$ cat src/rtl/drb_pkg.sv
// Constants for the diagnostic record builder
package drb_pkg;
  // Record layout
  localparam int          DRB_REC_BYTES   = 16;
  localparam int          DRB_HDR_BYTES   = 4;
  localparam int          DRB_EXT_BYTES   = 12;
  localparam logic [6:0]  DRB_TYPE_DI     = 7'h70;
  localparam logic [6:0]  DRB_TYPE_FM     = 7'h76;
  localparam logic [7:0]  DRB_BITS_PER_CH = 8'h08;
  localparam logic [7:0]  DRB_NCH_DI      = 8'h08;
  localparam logic [7:0]  DRB_NCH_CNT     = 8'h04;
  localparam logic [3:0]  DRB_CLASS_DIG   = 4'hF;
  localparam logic [3:0]  DRB_CLASS_FUNC  = 4'h8;
  // Register byte addresses
  localparam logic [7:0]  DRB_A_REC0      = 8'h00;
  localparam logic [7:0]  DRB_A_REC3      = 8'h0C;
  localparam logic [7:0]  DRB_A_CTRL      = 8'h10;
  localparam logic [7:0]  DRB_A_STAT      = 8'h14;
  localparam logic [7:0]  DRB_A_MASK      = 8'h18;
  // Control fields
  localparam int          DRB_CTRL_FUNC   = 0;
  localparam int          DRB_CTRL_MORE   = 1;
  localparam int          DRB_CTRL_REL    = 2;
  localparam int          DRB_CTRL_CLR    = 3;
  localparam logic [3:0]  DRB_CTRL_RST    = 4'h4;
  // Status fields
  localparam int          DRB_ST_IN       = 0;
  localparam int          DRB_ST_OUT      = 1;
  localparam int          DRB_ST_LOST     = 2;
  localparam logic [2:0]  DRB_ST_RST      = 3'h0;
  localparam logic [31:0] DRB_BAD_DATA    = 32'hDEADBEEF;
  // Bus answer states
  typedef enum logic [1:0] {
    DRB_IDLE = 2'b00,
    DRB_BUSY = 2'b01,
    DRB_DONE = 2'b11
  } drb_state_t;
endpackage

$ cat src/rtl/drb_record.sv
// Diagnostic record set 1 builder with Avalon-MM register slave
// Notes on behaviour
// - Record is four header bytes then twelve specific bytes, sixteen total.
// - Alarm inputs: byte 4 low seven bits hold type 70h.
// - Byte 4 bit 7 tells whether more channel types exist.
// - Byte 5 holds eight diagnostic bits per channel in both variants.
// - Alarm inputs: byte 6 holds channel count 08h.
// - Alarm inputs: byte 7 low nibble flags errors per two-input group.
// - Alarm inputs: bytes 8-9 carry lost flags on even bits, odd zero; bytes 10-11 zero.
// - Counters: byte 4 low seven bits hold type 76h.
// - Counters: byte 6 holds channel count 04h.
// - Counters: byte 7 low nibble flags an error per counter.
// - Counters 0-2: bits 2,3 lost flags; other bits zero.
// - Counter 3: bits 0 to 4 lost flags, bits 7-5 zero.
// - Byte 1 low nibble gives module class, digital or function.
// - Outgoing message on error removal only while release active.
//
// The Avalon-MM slave port and the placing of the registers were decided locally.
`timescale 1ns/100ps
module drb_record
  import drb_pkg::*;
(
  // Clock and reset
  input  wire logic        core_clk,
  input  wire logic        nrst,
  // Avalon-MM slave
  input  wire logic [7:0]  address,
  input  wire logic        read,
  input  wire logic        write,
  input  wire logic [3:0]  byteenable,
  input  wire logic [31:0] writedata,
  output logic [31:0]      readdata,
  output logic             waitrequest,
  // Diagnostic sources
  input  wire logic [7:0]  rec0_flags,
  input  wire logic        int_supply_lost,
  input  wire logic [3:0]  group_err,
  input  wire logic [7:0]  di_lost,
  input  wire logic [10:0] cnt_lost,
  // Diagnostic messages and interrupt
  output logic             diag_in,
  output logic             diag_out,
  output logic             irq
);

  drb_state_t  state;
  drb_state_t  next_state;
  logic [3:0]  ctrl;
  logic [2:0]  stat;
  logic [2:0]  mask;
  logic [7:0]  rec [DRB_REC_BYTES];
  logic        err_q;
  logic [18:0] lost_q;

  wire logic func_mode = ctrl[DRB_CTRL_FUNC];
  wire logic any_err   = |{rec0_flags[0], group_err};
  wire logic [18:0] lost_now = {cnt_lost, di_lost};
  wire logic err_rise  = any_err & ~err_q;
  wire logic err_fall  = ~any_err & err_q;
  wire logic lost_ev   = |(lost_now & ~lost_q);

  // Eight inputs on the even bits of bytes 8 and 9, odd bits fixed low
  logic [31:0] di_spread;
  always_comb begin
    di_spread = 32'h0;
    for (int k = 0; k < 8; k++) begin
      di_spread[2*k] = di_lost[k];
    end
  end

  // Record assembly
  logic [7:0] next_rec [DRB_REC_BYTES];
  always_comb begin
    next_rec[0] = rec0_flags;
    next_rec[1] = {3'h0, any_err,
                   func_mode ? DRB_CLASS_FUNC : DRB_CLASS_DIG};
    next_rec[2] = {3'h0, int_supply_lost, 4'h0};
    next_rec[3] = 8'h00;
    next_rec[4] = {ctrl[DRB_CTRL_MORE],
                   func_mode ? DRB_TYPE_FM : DRB_TYPE_DI};
    next_rec[5] = DRB_BITS_PER_CH;
    next_rec[6] = func_mode ? DRB_NCH_CNT : DRB_NCH_DI;
    next_rec[7] = {4'h0, group_err};
    for (int i = 0; i < 4; i++) begin
      if (func_mode) begin
        next_rec[8+i] = (i < 3) ?
          {4'h0, cnt_lost[2*i+1], cnt_lost[2*i], 2'b00} :
          {3'h0, cnt_lost[10:6]};
      end else begin
        next_rec[8+i] = di_spread[8*i +: 8];
      end
    end
    for (int i = 12; i < DRB_REC_BYTES; i++) begin
      next_rec[i] = 8'h00;
    end
  end

  // Whole record refreshed every clock, one cycle behind the inputs
  always_ff @(posedge core_clk or negedge nrst) begin
    if (!nrst) begin
      for (int i = 0; i < DRB_REC_BYTES; i++) rec[i] <= 8'h00;
    end else begin
      for (int i = 0; i < DRB_REC_BYTES; i++) begin
        rec[i] <= next_rec[i];
      end
    end
  end

  // Event edges
  always_ff @(posedge core_clk or negedge nrst) begin
    if (!nrst) begin
      err_q  <= 1'b0;
      lost_q <= 19'h0;
    end else begin
      err_q  <= any_err;
      lost_q <= lost_now;
    end
  end

  // Messages: removal only reported while release still active
  always_ff @(posedge core_clk or negedge nrst) begin
    if (!nrst) begin
      diag_in  <= 1'b0;
      diag_out <= 1'b0;
    end else begin
      diag_in  <= err_rise & ctrl[DRB_CTRL_REL];
      diag_out <= err_fall & ctrl[DRB_CTRL_REL];
    end
  end

  // Bus decode
  wire logic is_rec  = (address <= DRB_A_REC3) && (address[1:0] == 2'b00);
  wire logic is_ctrl = (address == DRB_A_CTRL);
  wire logic is_stat = (address == DRB_A_STAT);
  wire logic is_mask = (address == DRB_A_MASK);
  wire logic take    = (state == DRB_BUSY);
  // Writes land on the edge where the master sees waitrequest low
  wire logic commit  = (state == DRB_DONE);
  wire logic wr_ctrl = commit & write & is_ctrl & byteenable[0];
  wire logic wr_stat = commit & write & is_stat & byteenable[0];
  wire logic wr_mask = commit & write & is_mask & byteenable[0];
  wire logic [1:0] widx = address[3:2];
  wire logic [31:0] rd_word =
    is_rec  ? {rec[{widx, 2'b11}], rec[{widx, 2'b10}],
               rec[{widx, 2'b01}], rec[{widx, 2'b00}]} :
    is_ctrl ? {28'h0, ctrl} :
    is_stat ? {29'h0, stat} :
    is_mask ? {29'h0, mask} : DRB_BAD_DATA;
  wire logic [2:0] ev = {lost_ev, err_fall, err_rise};

  // One wait cycle, answer on the second edge
  always_comb begin
    case (state)
      DRB_IDLE: next_state = (read | write) ? DRB_BUSY : DRB_IDLE;
      DRB_BUSY: next_state = DRB_DONE;
      default:  next_state = DRB_IDLE;
    endcase
  end

  always_ff @(posedge core_clk or negedge nrst) begin
    if (!nrst) begin
      state       <= DRB_IDLE;
      waitrequest <= 1'b1;
      readdata    <= 32'h0;
    end else begin
      state       <= next_state;
      waitrequest <= (next_state != DRB_DONE);
      if (take && read) readdata <= rd_word;
    end
  end

  // Control, sticky status (set beats clear), mask, interrupt
  always_ff @(posedge core_clk or negedge nrst) begin
    if (!nrst) begin
      ctrl <= DRB_CTRL_RST;
      stat <= DRB_ST_RST;
      mask <= 3'h0;
      irq  <= 1'b0;
    end else begin
      if (wr_ctrl) ctrl <= writedata[3:0];
      stat <= ev | (stat & ~(wr_stat ? writedata[2:0] : 3'h0));
      if (wr_mask) mask <= writedata[2:0];
      irq  <= |(stat & mask);
    end
  end
endmodule

$ cat config.mk
export PLATFORM = sky130hd
export DESIGN_NAME = drb_record
export DESIGN_NICKNAME = d
export VERILOG_FILES = /design/src/rtl/drb_pkg.sv /design/src/rtl/drb_record.sv
export SDC_FILE = /design/constraint.sdc
export NUM_CORES = 1
export LEC_CHECK = 0
export BUFFER_PORTS_ARGS = -buffer_cell sky130_fd_sc_hd__buf_2
export CAP_MARGIN = 15
export CORE_ASPECT_RATIO = 0.8
export CORE_UTILIZATION = 54
export CTS_CLUSTER_SIZE = 8
export DETAILED_ROUTE_END_ITERATION = 12
export PLACE_DENSITY = 0.84
export SLEW_MARGIN = 20
export SYNTH_ARGS = -nofsm -noshare
export SYNTH_HDL_FRONTEND = slang
export SYNTH_SLANG_ARGS = --single-unit
$ cat constraint.sdc
create_clock -name core_clk -period 4.47 [get_ports core_clk]
set_clock_uncertainty 0.1 [all_clocks]
set_input_delay 0.894 -clock core_clk [delete_from_list [all_inputs] [get_ports core_clk]]
set_output_delay 0.894 -clock core_clk [all_outputs]
set_load 0.05 [all_outputs]
Word-level counts from Yosys, hierarchy flattened
Cells that the tools add are included. Widths: inputs -> output; s select.

$lt $le $gt $ge: 5. Equality and inequality tests: 6. Mux-type cells: 26. Bitwise operators: 24. Reductions and logical operators: 7.

Operator list (count): $bmux 8 s4 (4); $mux 32 (4); $mux 8 (8); $eq 8x5->1 const B (3); $ge 5x5->1 const B (4); $not 4->5 (4); $and 19x19->19 (1); $not 19->19 (1); $reduce_or 19->1 (1); $mux 7 (2); $and 1x1->1 (11); $mux 3 (3); $le 8x4->1 const B (1); $mux 4 (2); $and 3x3->3 (2); $mux 5 (1); $reduce_or 5->1 (1); $logic_not 2->1 (2); $pmux 2 s2 (1); $not 3->3 (1); $or 3x3->3 (1); $reduce_or 3->1 (1); $eq 2x1->1 const B (1); $eq 2x2->1 const B (1); other kinds (5) (7).

Bits in registers: 131. Word-level logic and storage cells: 90.

Longest topological paths before layout
Depth in word-level cells: 8. Gate-level depth with buffers: 6. Mapped depth without buffers: 4.

Worst setup path after synthesis
Ideal clock, no wire load.

Path type: in2reg. Start: input address[6]. End: register mask[0]. Setup time: 125 ps. Arrival time: 2534 ps. Path slack: 1711 ps. Stages: 4. Path buffers: 0. Cells stage by stage: or4_4 > or4_4 > nor3b_4 > mux2_2.

Longest elaborated chain between the ends: 3.

Ends and longest elaborated chain: start, declared (line drb_record.sv:27) `input wire logic [7:0] address,`; $eq 8x5->1 (line drb_record.sv:135) `wire logic is_mask = (address == DRB_A_MASK);`; $and 1x1->1 (2 in series) (line drb_record.sv:141) `wire logic wr_mask = commit & write & is_mask & byteenable[0];`; end signal, assigned (line drb_record.sv:182) `if (wr_mask) mask <= writedata[2:0];`; end, declared (line drb_record.sv:50) `logic [2:0] mask;`.

No other way between the ends. A chain may end at the register's enable or synchronous reset.

Final worst setup path
Start: input address[6]. End: register mask[1].

Same word-level chain as after synthesis.

==> impl_metrics.json <==
{
  "status": "complete, no violations",
  "power_density_nw_per_um2": 439,
  "core_area_sq_um": 6410,
  "drt_iter0_drc": 131,
  "dp_cells": 450,
  "cp-end-kind": "flop",
  "drive_above_1_share_pct": 30.9,
  "drc": 0,
  "grt_pass1_wl_um": 11300,
  "setup-tns-final_ns": 0,
  "gp_congestion": 0.826,
  "yosysWarnings": 0,
  "rr_startpoint": "state[1]",
  "ir_drop_mv": 0.224,
  "vias": 2455,
  "die-width_um": 93.3,
  "crit_top_cell": "or4_4",
  "fp-row-count": 26,
  "ctsResizeCount": 0,
  "synth_flop_cell": "dfrtp_1",
  "grt_pass1_vias": 2318,
  "ys_types": 47,
  "synth_top_family_by_area": "simple AND/OR/NAND/NOR gates",
  "fin_nets": 457,
  "cts_buffers": 9,
  "dieArea_sq_um": 7000,
  "synthXorXnorAreaFrac_pct": 0,
  "vias_per_cell": 5.27,
  "syn2layout_area_growth_pct": 16.8,
  "ys_seq_area_share_pct": 64.7,
  "routed_wl_um": 7110,
  "pre_cts_slack_ns": 1.49,
  "post-dp-hpwl_um": 5110,
  "r2r_cells": 5,
  "synth_edf_count": 0,
  "syn_inst": 302,
  "slew-limit-headroom_pct": 33.4,
  "synthesis.area_sq_um": 3600,
  "criticalPathCategory": "input port to flop",
  "fin_area_sq_um": 4200,
  "min_path_type": "flop to flop",
  "required_ns": 4.61,
  "ant_nets": 0,
  "ys_ff_latch": 93,
  "power_w": 0.00185,
  "clock_sinks": 93,
  "fin_ws_ns": 1.87,
  "timing.fmax_mhz": 385,
  "dieHeight_um": 75.0,
  "grt_antenna_before_repair": 0,
  "critPathSlowestCell": "or4_4",
  "diodes": 0,
  "avgRoutedWirePerCell_um": 15.3,
  "synth_adder_area_share_pct": 0,
  "hold_path_depth": 0,
  "cp_top_family": "simple AND/OR/NAND/NOR gates",
  "clk_path_buf_depth": 2,
  "start_util_pct": 56.2,
  "ctsHtreeMaxLevel": 3,
  "portBuffers": 81,
  "cp_data_arrival_time_ns": 2.74,
  "finalNonFillerCells": 466,
  "grt_max_degree": 94,
  "grt_overflow": 0,
  "worstMarginPinSlew_ns": 0.996,
  "critPathMaxFanout": 5,
  "drtPass1Iterations": 4,
  "root_buffer": "clkbuf_8",
  "hold_viol_final": 0,
  "synth_compound_area_share_pct": 10.8,
  "min_period_ns": 2.60,
  "io_pins": 116,
  "slew_viol_final": 0,
  "clock_latency_ns": 0.36,
  "synthSimpleGateAreaFrac_pct": 13.2,
  "cts_hold_buf": 0,
  "leakagePower_nw": 2.00,
  "dpl-instance-area_sq_um": 4020,
  "cts_tree": "done",
  "rsz0062_at_grt": "no",
  "async_flop_share_pct": 100,
  "synth_area_per_cell_sq_um": 11.9,
  "grtUsageTotal_pct": 22.4,
  "final-setup-viol-count": 0,
  "post-route-period-util_pct": 58.2,
  "holdCritStartpoint": "ctrl[1]",
  "crit_cells": 5,
  "synthMuxAreaShare_pct": 5.53,
  "path_cells": "buf_2 > or4_4 > or4_4 > nor3b_4 > mux2_2",
  "drv_cap": 0,
  "fillers": 514,
  "cp-startpoint": "address[6]",
  "clkTransAtPathRegs_ns": 0.09,
  "post_cts_buffers": 0,
  "cpPeakStageDelay_ns": 0.57,
  "start_kind": "input port",
  "worst-path-buf-inv": 1
}
==> cells in the final DEF (no fill, tap or decap), types with 3 or more instances in the layout <==
cell       instances
a21o_1             9
a21oi_1           11
a31oi_1            3
and2_1             3
and3_1             3
buf_2             80
clkbuf_8          10
clkinv_4           3
conb_1             4
dfrtp_1           91
inv_1             22
mux2_2            13
mux2i_1            3
nand2_1           18
nand2b_1           7
nand3b_1           3
nand4_1            3
nor2_1            33
nor3_1             5
nor4_1             3
o21ai_0            8
o22ai_1            6
o2bb2ai_1          3
==> registers in the layout, summed over array words and instances (netlist names) <==
signal	cells
diag_in	1
irq	1
ctrl	4
stat	3
diag_out	1
rec	35
waitrequest	1
mask	3
lost_q	19
state	2
readdata	23
==> cell usage after synthesis (2+ instances only) <==
library cell / instances / area (sq um)
conb_1: 2 / 7.51
nor2b_1: 2 / 12.5
o21ai_0: 8 / 40.0
or4_4: 2 / 22.5
dfrtp_1: 91 / 2280
nand2_1: 18 / 67.6
a222oi_1: 2 / 20.0
nand3_1: 2 / 10.0
clkbuf_1: 7 / 26.3
a22o_1: 2 / 17.5
buf_2: 3 / 15.0
a21o_1: 9 / 67.6
a221oi_1: 2 / 17.5
dfstp_2: 2 / 52.6
nor4_1: 4 / 25.0
inv_1: 22 / 82.6
nand3b_1: 3 / 22.5
buf_4: 9 / 67.6
and3_1: 3 / 18.8
a21oi_1: 11 / 55.1
mux2_2: 13 / 146
nand4_1: 3 / 18.8
and2_1: 3 / 18.8
mux2i_1: 3 / 30.0
o221ai_1: 2 / 17.5
o2bb2ai_1: 3 / 26.3
nand2b_1: 7 / 43.8
nor3_1: 5 / 25.0
nor2_1: 33 / 124
a31oi_1: 3 / 18.8
nor3b_1: 2 / 15.0
o22ai_1: 6 / 37.5
==> per-layer routing <==
metal	part of all wire [%]	vias up	GRT usage [%]
met4	2.0	0	8.89
li1	-	1177	-
met1	46	1161	31.4
met5	0	-	0
met3	8.3	13	6.87
met2	44	104	33.3
==> layout make-up <==
cell class	count	area (sq um)	area share, %
multi-input cells	168	1080	25.8
flip-flops and latches	93	2330	55.4
clock inverters	4	33.8	0.804
repair buffers	82	419	9.97
well taps	84	105	2.50
inverters	23	86.3	2.05
clock buffers	12	145	3.45
==> final timing paths <==
path	endpoint	slack [ns]
worst min-delay path	rec[95]	0.32
worst max-delay path	mask[1]	1.87
max in group asynchronous	lost_q[1]	3.26
worst min register to register	rec[95]	0.32
min in group asynchronous	rec[54]	0.50
worst max register to register	readdata[25]	2.10
==> kinds of logic (layout without fill, tap and decap cells) <==
group | after synthesis | after routing
other cells | 2 | 4
compound gates | 56 | 56
flops | 93 | 93
buf+inv | 43 | 121
mux | 17 | 17
simple gates | 91 | 91
==> stage by stage <==
stage,hold slack [ns],util (%)
6_report,0.318,65.6
5_1_grt,0.324,65.6
4_1_cts,0.318,65.5
3_5_place_dp,0.299,62.7
3_3_place_gp,0.298,62.7
2_1_floorplan,0.267,-
==> where the power goes <==
| group | switching (W) | total (W) | internal, W |
|---|---|---|---|
| sequential | 0.0000406 | 0.000953 | 0.000912 |
| clock | 0.000281 | 0.000502 | 0.000221 |
| combinational | 0.000294 | 0.000392 | 0.0000984 |
No activity file was read; power rests on OpenSTA's default activity.
